## src/codec_level_defines.vh

```
// Constants of the codec level and mute control block.
// Assumes it is included by bare name from the block's design file.
`ifndef CODEC_LEVEL_DEFINES_VH
`define CODEC_LEVEL_DEFINES_VH

// Register offsets, byte addresses on the plain register port.
`define REG_ADC_CTRL 8'h00
`define REG_IN_GAIN 8'h04
`define REG_DAC_CTRL 8'h08
`define REG_DAC_STAT 8'h0C
`define REG_ATT_BASE 8'h10
`define REG_ATT_LAST 8'h24
`define REG_PEAK_L 8'h28
`define REG_PEAK_R 8'h2C
`define REG_PEAK_M 8'h30

// ADC control fields.
`define SEL_LSB 0
`define SEL_MSB 1
`define SEL_DIFF 2'h3
`define MUTE_L_BIT 2
`define MUTE_R_BIT 3
`define MUTE_M_BIT 4

// Input gain fields, 3 dB per step.
`define GAIN_L_LSB 0
`define GAIN_L_MSB 1
`define GAIN_R_LSB 2
`define GAIN_R_MSB 3

// DAC control and status fields.
`define DAC_MUTE_MSB 5
`define BYPASS_BIT 6
`define ZRUN_DIS_BIT 7
`define STAT_ZRUN_BIT 6
`define STAT_PDN_BIT 7

// Sample and level widths.
`define SAMPLE_W 20
`define ATT_W 8
`define NUM_DAC 6

// High-pass filter: pole at 1 - 2^-11, 12 fraction bits in the state.
`define HPF_SHIFT 11
`define HPF_FRAC 12

// Frame timeouts.
`define FRAME_TIMEOUT 10'd512
`define ZERO_RUN_FRAMES 10'd512

// Master clock stop detection.
`define CLK_PERIOD_NS 20
`define CLK_STOP_NS 10000
`define CLK_STOP_CYCLES (`CLK_STOP_NS / `CLK_PERIOD_NS)

`endif

```

## src/codec_level_mute_control.v

```verilog
// Level, mute, peak and filter control of a six-DAC, three-ADC codec.
// Assumes samples arrive in the clk domain once per frame, and that the
// frame clock and master clock pins are asynchronous and need syncing.
//
// The implementer's own choices: the address-and-strobe port and the placing of the registers.
`timescale 1ns/10ps
`include "codec_level_defines.vh"

// Summary of operation
// - Two-bit select picks the stereo input pair; value 3 means differential.
// - Left, right and mono ADC channels each have an independent mute.
// - Two-bit gain per left and right channel, 0 to 9 dB in 3 dB.
// - Input gain changes apply at once on register write.
// - Each ADC channel's peak output level is held in status.
// - Reading a peak register returns it, then clears it to zero, or to the new sample's level if one arrives in the read cycle.
// - First-order DC-removing high-pass, 3.4 Hz corner at 44.1 kHz.
// - Each of six DACs has its own 1 dB step attenuation register.
// - New attenuation applies at a zero crossing, one detector per channel.
// - Without a zero crossing, change applies after a 512 frame timeout.
// - Per-channel pending flag high on load, low once applied.
// - Bypass bit set makes volume changes apply immediately.
// - Per-DAC mute bits also wait for zero crossing or timeout.
// - When enabled, mute all DACs after 512 zero or -1 frames.
// - Any sample other than zero or -1 unmutes the zero-run mute at once.
// - A disable bit turns the zero-run automatic mute off.
// - Power down when the master clock stops for 10 us.
// - Samples are two's complement, so zero and -1 are easy to detect.
// - Frame clock rate equals sample rate; one frame is one sample.
module codec_level_mute_control (
    input wire clk,
    input wire rst_n,
    input wire [7:0] addr,
    input wire [31:0] wdata,
    input wire wr_stb,
    input wire rd_stb,
    output reg [31:0] rdata,
    input wire frame_clock,
    input wire master_clock_in,
    input wire adc_valid,
    input wire [19:0] adc_left_in,
    input wire [19:0] adc_right_in,
    input wire [19:0] adc_mono_in,
    input wire dac_valid,
    input wire [119:0] dac_samples,
    output reg adc_out_valid,
    output reg [19:0] adc_left_out,
    output reg [19:0] adc_right_out,
    output reg [19:0] adc_mono_out,
    output reg [1:0] input_pair_select,
    output reg differential_mode,
    output reg [1:0] left_input_gain,
    output reg [1:0] right_input_gain,
    output reg [47:0] dac_applied_atten,
    output reg [5:0] dac_applied_silence,
    output reg power_down
);

    // Absolute value of a sample; the most negative code saturates.
    function [19:0] mag;
        input [19:0] s;
        begin
            if (s[19])
                mag = (s == 20'h80000) ? 20'h7FFFF : (~s + 20'h00001);
            else
                mag = s;
        end
    endfunction
    // Zero or -1 code counts as silence.
    function is_quiet;
        input [19:0] s;
        begin
            is_quiet = (s == 20'h00000) || (s == 20'hFFFFF);
        end
    endfunction
    // Clip the filter state back to a 20-bit sample.
    function [19:0] clip;
        input [31:0] acc;
        reg [31:0] whole;
        begin
            whole = {{`HPF_FRAC{acc[31]}}, acc[31:`HPF_FRAC]};
            if (!whole[31] && whole[30:19] != 12'h000)
                clip = 20'h7FFFF;
            else if (whole[31] && whole[30:19] != 12'hFFF)
                clip = 20'h80000;
            else
                clip = whole[19:0];
        end
    endfunction
    // One filter step: y = y1 + (x - x1) - y1 * 2^-11.
    function [31:0] hpf_step;
        input [19:0] x;
        input [19:0] x1;
        input [31:0] y1;
        reg [31:0] dx;
        begin
            dx = {{12{x[19]}}, x} - {{12{x1[19]}}, x1};
            hpf_step = y1 + (dx << `HPF_FRAC)
                - {{`HPF_SHIFT{y1[31]}}, y1[31:`HPF_SHIFT]};
        end
    endfunction
    reg [4:0] adc_ctrl_reg;
    reg [3:0] gain_reg;
    reg [7:0] dac_ctrl_reg;
    reg [7:0] att_reg [0:5];
    reg [7:0] att_live [0:5];
    reg [5:0] mute_live;
    reg [5:0] pending_reg;
    reg [9:0] tmo_cnt [0:5];
    reg [19:0] prev_dac [0:5];
    reg [19:0] peak_reg [0:2];
    reg [19:0] x1_reg [0:2];
    reg [31:0] y1_reg [0:2];
    reg [9:0] zrun_cnt;
    reg zrun_mute;
    reg [1:0] fclk_sync;
    reg fclk_prev;
    reg [1:0] mclk_sync;
    reg mclk_prev;
    reg [9:0] stop_cnt;
    reg [19:0] hpf_out [0:2];
    reg [31:0] y_new [0:2];
    reg [19:0] x_in [0:2];
    reg all_quiet;
    wire frame_tick;
    wire att_sel;
    wire [2:0] att_idx;
    integer i, ri, ai, fi, qi, oi;

    assign frame_tick = fclk_sync[1] & ~fclk_prev;
    assign att_sel = (addr >= `REG_ATT_BASE) && (addr <= `REG_ATT_LAST);
    assign att_idx = addr[4:2] - 3'h4;

    // Frame clock and master clock pins cross in through two flops each.
    always @(posedge clk) begin
        if (!rst_n) begin
            fclk_sync <= 2'h0;
            fclk_prev <= 1'b0;
            mclk_sync <= 2'h0;
            mclk_prev <= 1'b0;
        end else begin
            fclk_sync <= {fclk_sync[0], frame_clock};
            fclk_prev <= fclk_sync[1];
            mclk_sync <= {mclk_sync[0], master_clock_in};
            mclk_prev <= mclk_sync[1];
        end
    end

    // Stopped master clock: no edge for the stop time powers down.
    always @(posedge clk) begin
        if (!rst_n) begin
            stop_cnt <= 10'h000;
            power_down <= 1'b0;
        end else if (mclk_sync[1] != mclk_prev) begin
            stop_cnt <= 10'h000;
            power_down <= 1'b0;
        end else if (stop_cnt >= `CLK_STOP_CYCLES - 1) begin
            power_down <= 1'b1;
        end else begin
            stop_cnt <= stop_cnt + 10'h001;
        end
    end

    // Filter each ADC channel, then zero a muted one; the filter keeps
    // running while muted so an unmute brings no step from stale state.
    always @* begin
        x_in[0] = adc_left_in;
        x_in[1] = adc_right_in;
        x_in[2] = adc_mono_in;
        for (fi = 0; fi < 3; fi = fi + 1) begin
            y_new[fi] = hpf_step(x_in[fi], x1_reg[fi], y1_reg[fi]);
            hpf_out[fi] = adc_ctrl_reg[`MUTE_L_BIT + fi] ? 20'h00000 :
                clip(y_new[fi]);
        end
    end

    // Zero-run detection over all six incoming DAC samples.
    always @* begin
        all_quiet = 1'b1;
        for (qi = 0; qi < `NUM_DAC; qi = qi + 1)
            if (!is_quiet(dac_samples[qi*20 +: 20]))
                all_quiet = 1'b0;
    end

    // Register writes and pin-facing control copies.
    always @(posedge clk) begin
        if (!rst_n) begin
            adc_ctrl_reg <= 5'h00;
            gain_reg <= 4'h0;
            dac_ctrl_reg <= 8'h00;
            input_pair_select <= 2'h0;
            differential_mode <= 1'b0;
            left_input_gain <= 2'h0;
            right_input_gain <= 2'h0;
            for (ri = 0; ri < `NUM_DAC; ri = ri + 1)
                att_reg[ri] <= 8'h00;
        end else begin
            if (wr_stb && addr == `REG_ADC_CTRL)
                adc_ctrl_reg <= wdata[4:0];
            if (wr_stb && addr == `REG_IN_GAIN)
                gain_reg <= wdata[3:0];
            if (wr_stb && addr == `REG_DAC_CTRL)
                dac_ctrl_reg <= wdata[7:0];
            if (wr_stb && att_sel)
                att_reg[att_idx] <= wdata[7:0];
            input_pair_select <= adc_ctrl_reg[`SEL_MSB:`SEL_LSB];
            differential_mode <= 
                (adc_ctrl_reg[`SEL_MSB:`SEL_LSB] == `SEL_DIFF);
            left_input_gain <= gain_reg[`GAIN_L_MSB:`GAIN_L_LSB];
            right_input_gain <= gain_reg[`GAIN_R_MSB:`GAIN_R_LSB];
        end
    end

    // ADC datapath, filter state and peak tracking.
    always @(posedge clk) begin
        if (!rst_n) begin
            adc_out_valid <= 1'b0;
            adc_left_out <= 20'h00000;
            adc_right_out <= 20'h00000;
            adc_mono_out <= 20'h00000;
            for (ai = 0; ai < 3; ai = ai + 1) begin
                x1_reg[ai] <= 20'h00000;
                y1_reg[ai] <= 32'h00000000;
                peak_reg[ai] <= 20'h00000;
            end
        end else begin
            adc_out_valid <= adc_valid;
            if (adc_valid) begin
                adc_left_out <= hpf_out[0];
                adc_right_out <= hpf_out[1];
                adc_mono_out <= hpf_out[2];
            end
            for (ai = 0; ai < 3; ai = ai + 1) begin
                if (adc_valid) begin
                    x1_reg[ai] <= x_in[ai];
                    y1_reg[ai] <= y_new[ai];
                end
                // A new sample in the read cycle survives the clear.
                if (rd_stb && addr == `REG_PEAK_L + {ai[5:0], 2'h0})
                    peak_reg[ai] <= adc_valid ? mag(hpf_out[ai]) : 20'h00000;
                else if (adc_valid && mag(hpf_out[ai]) > peak_reg[ai])
                    peak_reg[ai] <= mag(hpf_out[ai]);
            end
        end
    end

    // Zero-run mute: count quiet frames, release on any live sample.
    always @(posedge clk) begin
        if (!rst_n) begin
            zrun_cnt <= 10'h000;
            zrun_mute <= 1'b0;
        end else if (dac_ctrl_reg[`ZRUN_DIS_BIT]) begin
            zrun_cnt <= 10'h000;
            zrun_mute <= 1'b0;
        end else if (dac_valid) begin
            if (!all_quiet) begin
                zrun_cnt <= 10'h000;
                zrun_mute <= 1'b0;
            end else if (zrun_cnt >= `ZERO_RUN_FRAMES - 10'd1) begin
                zrun_mute <= 1'b1;
            end else begin
                zrun_cnt <= zrun_cnt + 10'h001;
            end
        end
    end

    // Per-channel volume and mute update with zero crossing or timeout.
    // The timeout waits one frame edge past 512, so a full 512 frames pass.
    always @(posedge clk) begin
        if (!rst_n) begin
            pending_reg <= 6'h00;
            mute_live <= 6'h00;
            for (i = 0; i < `NUM_DAC; i = i + 1) begin
                att_live[i] <= 8'h00;
                tmo_cnt[i] <= 10'h000;
                prev_dac[i] <= 20'h00000;
            end
        end else begin
            for (i = 0; i < `NUM_DAC; i = i + 1) begin
                if (dac_valid)
                    prev_dac[i] <= dac_samples[i*20 +: 20];
                if (dac_ctrl_reg[`BYPASS_BIT] ||
                    (att_live[i] == att_reg[i] &&
                     mute_live[i] == dac_ctrl_reg[i])) begin
                    // Nothing waiting, or bypass applies at once.
                    att_live[i] <= att_reg[i];
                    mute_live[i] <= dac_ctrl_reg[i];
                    pending_reg[i] <= 1'b0;
                    tmo_cnt[i] <= 10'h000;
                end else if ((dac_valid &&
                    (dac_samples[i*20 +: 20] == 20'h00000 ||
                    dac_samples[i*20 + 19] != prev_dac[i][19])) ||
                    tmo_cnt[i] > `FRAME_TIMEOUT) begin
                    att_live[i] <= att_reg[i];
                    mute_live[i] <= dac_ctrl_reg[i];
                    pending_reg[i] <= 1'b0;
                    tmo_cnt[i] <= 10'h000;
                end else begin
                    pending_reg[i] <= 1'b1;
                    if (frame_tick)
                        tmo_cnt[i] <= tmo_cnt[i] + 10'h001;
                end
            end
        end
    end

    // Applied levels and mutes to the output stage.
    always @(posedge clk) begin
        if (!rst_n) begin
            dac_applied_atten <= 48'h000000000000;
            dac_applied_silence <= 6'h00;
        end else begin
            for (oi = 0; oi < `NUM_DAC; oi = oi + 1)
                dac_applied_atten[oi*8 +: 8] <= att_live[oi];
            dac_applied_silence <= mute_live | {6{zrun_mute}};
        end
    end

    // Read data stands in the cycle after the read strobe only.
    always @(posedge clk) begin
        if (!rst_n || !rd_stb) begin
            rdata <= 32'h00000000;
        end else if (att_sel) begin
            rdata <= {24'h000000, att_reg[att_idx]};
        end else begin
            case (addr)
                `REG_ADC_CTRL: rdata <= {27'h0000000, adc_ctrl_reg};
                `REG_IN_GAIN: rdata <= {28'h0000000, gain_reg};
                `REG_DAC_CTRL: rdata <= {24'h000000, dac_ctrl_reg};
                `REG_DAC_STAT:
                    rdata <= {24'h000000, power_down, zrun_mute,
                        pending_reg};
                `REG_PEAK_L: rdata <= {12'h000, peak_reg[0]};
                `REG_PEAK_R: rdata <= {12'h000, peak_reg[1]};
                `REG_PEAK_M: rdata <= {12'h000, peak_reg[2]};
                default: rdata <= 32'h00000000;
            endcase
        end
    end
endmodule

```

## config.mk

```make
export PLATFORM = sky130hd
export DESIGN_NAME = codec_level_mute_control
export DESIGN_NICKNAME = d
export VERILOG_FILES = /design/src/codec_level_mute_control.v
export VERILOG_INCLUDE_DIRS = /design/src
export SDC_FILE = /design/constraint.sdc
export NUM_CORES = 2
export LEC_CHECK = 0
export ABC_CLOCK_PERIOD_IN_PS = 18370
export BUFFER_PORTS_ARGS = -buffer_cell sky130_fd_sc_hd__clkbuf_2
export CAP_MARGIN = 15
export CELL_PAD_IN_SITES_DETAIL_PLACEMENT = 1
export CELL_PAD_IN_SITES_GLOBAL_PLACEMENT = 1
export CORE_ASPECT_RATIO = 0.7
export CORE_MARGIN = 2
export CORE_UTILIZATION = 35
export CTS_BUF_LIST = sky130_fd_sc_hd__clkbuf_8 sky130_fd_sc_hd__clkbuf_16
export CTS_CLUSTER_DIAMETER = 120
export DETAILED_ROUTE_END_ITERATION = 12
export PLACE_DENSITY_LB_ADDON = 0.1
export SKIP_CTS_REPAIR_TIMING = 1
export SLEW_MARGIN = 10
export SYNTH_ARGS = -nofsm -noshare
export SYNTH_HDL_FRONTEND = slang
export SYNTH_SLANG_ARGS = --single-unit
```

## constraint.sdc

```tcl
create_clock -name clk -period 18.37 [get_ports clk]
set_clock_uncertainty 0.05 [all_clocks]
set_input_delay 0 -clock clk [delete_from_list [all_inputs] [get_ports clk]]
set_output_delay 0 -clock clk [all_outputs]
set_load 0.005 [all_outputs]
```

Yosys cells after proc, flatten, opt, wreduce, memory -nomap -nowiden. Memories as Yosys holds them, arrays and structs flattened. Index checks and enable logic that the tools add are counted.

Register bits: 199. Bits in latches: 0. RAM bits: 492. Memory bits (read-only): 0. Input bits: 228. Output and inout port bits: 155. Memories kept: 7.

Add/sub/neg operators: 21. Multiply operators: 0. Divide/modulo/power cells: 0. $lt $le $gt $ge: 13. Equality and inequality tests: 40. Shift operators: 0. Multiplexer cells: 215. Bitwise operators: 55. Reduce and logical (&&, ||, !) cells: 78.

Memory list: prev_dac (depth 6, bits a word 20, read ports 6, clocked after memory_dff 0, write ports 6, RTL line codec_level_mute_control.v:109) `reg [19:0] prev_dac [0:5];`; y1_reg (depth 3, bits a word 32, read ports 3, clocked after memory_dff 0, write ports 3, RTL line codec_level_mute_control.v:112) `reg [31:0] y1_reg [0:2];`; peak_reg (depth 3, bits a word 20, read ports 3, clocked after memory_dff 0, write ports 3, RTL line codec_level_mute_control.v:110) `reg [19:0] peak_reg [0:2];`; tmo_cnt (depth 6, bits a word 10, read ports 6, clocked after memory_dff 0, write ports 6, RTL line codec_level_mute_control.v:108) `reg [9:0] tmo_cnt [0:5];`; x1_reg (depth 3, bits a word 20, read ports 3, clocked after memory_dff 0, write ports 3, RTL line codec_level_mute_control.v:111) `reg [19:0] x1_reg [0:2];`; att_live (depth 6, bits a word 8, read ports 6, clocked after memory_dff 0, write ports 6, RTL line codec_level_mute_control.v:105) `reg [7:0] att_live [0:5];`; +1 memories.

Operators by type and width (count): $mux 20 (51); $mux 10 (20); $eq 20x20->1 const B (9); $pmux 20 s7 (1); $mux 1 (125); $logic_not 20->1 (6); $mux 8 (14); $add 32x32->32 (3); $mux 32 (3); $sub 32x32->32 (3); $add 10x1->10 const B (8); $add 20x1->20 const B (3); $gt 10x10->1 const B (6); $gt 20x20->1 (3); $not 20->20 (3); $sub 20x20->20 (3); $eq 8x8->1 (6); $or 1x1->1 (48); $ne 12x12->1 const B (3); $logic_and 1x1->1 (26); $logic_or 1x1->1 (25); $eq 8x6->1 const B (3); $ge 10x9->1 const B (2); $reduce_or 2->1 (9); 19 further kinds (39).

Logic depth before layout (Yosys ltp). An unclocked memory read counts as a cell.

Depth after elaboration: 21. Gate-level depth with buffers: 44. Depth with buffers taken out: 39.

Worst setup path before layout. No wires, ideal clock.

Kind: register to register. From: memory x1_reg[1][0] (netlist: x1_reg[0][20]). To: memory peak_reg[2][11], data pin. Setup time: 265 ps. Data arrival time: 7646 ps. Path slack: 10409 ps. Cell stages (with the launch flop): 41. Path buffers: 5. Period minus slack after synthesis: 7961 ps. Path through: edfxtp_1 > ha_1 > fa_1 > nor2b_1 > o21ai_0 > a21boi_0 > o21ai_0 > a21oi_1 > o21a_1 > o21a_1 > nor2_1 > xnor2_1 > fa_1 > ha_1 > clkbuf_1 > a21o_1 > a311oi_1 > nor2_1 > [... 5 more ...] > or2_1 > buf_2 > buf_6 > a21oi_1 > ha_1 > nor2b_1 > o21a_1 > o21a_1 > o21ai_0 > nand3_1 > o21ba_2 > o21ai_0 > o21ai_1 > o21a_1 > clkbuf_1 > or2_1 > buf_6 > o21ai_1.

RTL lines (RTL line): start, declared (codec_level_mute_control.v:111); end, declared (codec_level_mute_control.v:110).

==> flow_metrics.tcl <==
set metrics [dict create \
    critPathKind "reg2reg" \
    drc 0 \
    vias 30779 \
    start_util_pct 35.3 \
    synth_top_area_share_pct 31.6 \
    hold_viol_final 0 \
    synth-async-reset-ratio_pct 0 \
    crit_top_cell "a21oi_1" \
    critPathSlowestCell "or4_4" \
    period_minus_slack_ns 9.64 \
    antenna_found_initial 10 \
    synthTopCellsByCount "394 x edfxtp_1, 371 x nor2_1, 265 x inv_1" \
    cts_buffer_depth 3 \
    yosysMostFrequentCell "edfxtp_1" \
    grt_pass1_vias 30459 \
    synth_area_mm2 0.0374 \
    status "finished clean" \
    synth_edf_count 394 \
    grt_setup_unrepaired "no" \
    worstMarginPinSlew_ns 1.13 \
    hold_class "in2reg" \
    via_per_inst 5.32 \
    cp_slowest_stage_delay_ns 0.73 \
    path_clk_slew_ns 0.07 \
    place_congestion 0.848 \
    largest_register_ffs 96 \
    syn2layout_area_growth_pct 18.4 \
    overflow 0 \
    max_cap_viol_count 0 \
    die_x_um 395 \
    cts_made_buffers 70 \
    synth_cell_types 101 \
    fmax_ghz 0.104 \
    boundaryPins 383 \
    syn_area_per_cell_um2 9.73 \
    final_util_pct 41.7 \
    yosys.area.top_type "edfxtp_1" \
    ant_nets 0 \
    cp.required_ns 18.71 \
    first_pass_iters 7 \
    ys_seq_elements 593 \
    synthTopCellsByArea "edfxtp_1 32%, dfxtp_1 11%, ha_1 8.7%, nor2_1 3.7%, xnor2_1 3.5%" \
    htree_levels 3 \
    port_buffers 346 \
    yosysWarnings 0 \
    hold_slack_ns 0.0319 \
    cp-end-kind "flop" \
    synth_cells 3847 \
    layout-drive-gt1-share_pct 13.6 \
    final.fill_count 12160 \
    fin_cells 5789 \
    setup_tns_ns 0 \
    worstPathArrival_ns 9.98 \
    wirelength_um 125000 \
    setup_viol 0 \
    start_kind "flop" \
    coreArea_mm2 0.106 \
    clockRootBuffer "clkbuf_16" \
    nets 4850 \
    dr.first_iter.drc_count 1979 \
    register_area_mm2 0.0158 \
    clk_latency_ns 0.67 \
    grt_max_degree 63 \
    grt_pass1_wl_um 191000 \
    grt_usage_pct 22.5 \
    synth_ff_type "edfxtp_1" \
    critPathMaxFanout 23 \
    ys_seq_area_share_pct 42.3 \
    die_y_um 278 \
    hold_depth 5 \
    cts_sinks 593 \
    multi_input_area_mm2 0.0201 \
    slew_headroom_pct 24.1 \
    hpwl_um 96000 \
    cts_tree "built" \
    drv_slew 0 \
    dpl.cell_count 5555 \
    routedWlPerCell_um 21.7 \
    die-area_mm2 0.110 \
    row_count 100 \
    final.period_utilization_pct 52.5 \
    r2r_cells 36 \
]
==> through the flow <==
| stage | instance area (µm²) | setup slack, ns |
|---|---|---|
| global route | 44300 | 8.10 |
| CTS | 43300 | 8.79 |
| detailed placement | 40900 | 8.80 |
| floorplan | 37500 | 10.41 |
| global placement | 40900 | 8.98 |
| finish | 44300 | 8.73 |
==> layout make-up <==
cell class / instances / area share (%)
antenna: 5 / 0.0283
tap: 1428 / 4.03
timing repair buffer: 506 / 7.19
clock buffer: 81 / 4.32
inverter: 267 / 2.27
clock inverter: 48 / 1.05
sequential: 593 / 35.7
multi-input combinational: 2861 / 45.4
==> per-layer routing <==
layer / routed length, µm / vias up / GRT usage, %
li1: - / 14767 / -
met3: 6190 / 99 / 3.11
met4: 1720 / 0 / 3.64
met2: 51900 / 594 / 32.4
met1: 65700 / 15319 / 35.8
met5: 0 / - / 0
==> worst max-delay path, delay by kind of cell, from the launching register on <==
family | cells | cell delay [ns]
compound gates | 18 | 4.06
fa+ha+maj | 5 | 1.72
buf+inv | 2 | 0.11
flops | 1 | 0.32
simple gates | 11 | 3.11
==> path summary, 6_finish.rpt <==
| path | startpoint | end | slack, ns |
|---|---|---|---|
| hold / removal | addr[5] | gain_reg[2]$_SDFFE_PN0P_ | 0.03 |
| setup reg to reg | x1_reg[0][40]$_SDFFCE_PN0P_ | peak_reg[2][12]$_DFFE_PP_ | 8.73 |
| hold reg to reg | mclk_sync[0]$_SDFF_PN0_ | mclk_sync[1]$_SDFF_PN0_ | 0.39 |
| setup / recovery | x1_reg[0][40]$_SDFFCE_PN0P_ | peak_reg[2][12]$_DFFE_PP_ | 8.73 |
==> cell families after synthesis <==
family / after synthesis / synth area share, %
other: 1 / 0.0100
DFF: 593 / 42.3
AOI/OAI and AO/OA: 813 / 14.3
buffers and inverters: 420 / 4.46
muxes: 48 / 1.83
and+or+nand+nor: 1390 / 18.9
xor gates and xnor gates: 259 / 6.08
adders and majority gates: 323 / 12.1
==> placed cells by master, fill, tap and decap left out, drive strengths merged, types with 18 or more instances in the layout <==
cell         instances
a211oi              44
a21o                79
a21oi              214
a222oi              19
a22o                19
a31oi               27
and2               206
and3               111
buf                 63
clkbuf             425
clkinv              19
conb                28
dfxtp              199
dlygate4sd3         99
edfxtp             394
fa                  63
ha                 260
inv                291
mux2i               29
nand2              236
nand2b              35
nand3              116
nand4               74
nor2               371
nor2b               26
nor3                69
nor4                58
o211ai              23
o21a                37
o21ai              189
o22ai               18
or2                 18
or3                 26
xnor2              152
xor2               107
Power is left out: the tool's default activity adds up to more than one toggle a clock period on the data nets, which glitch-free logic cannot reach.
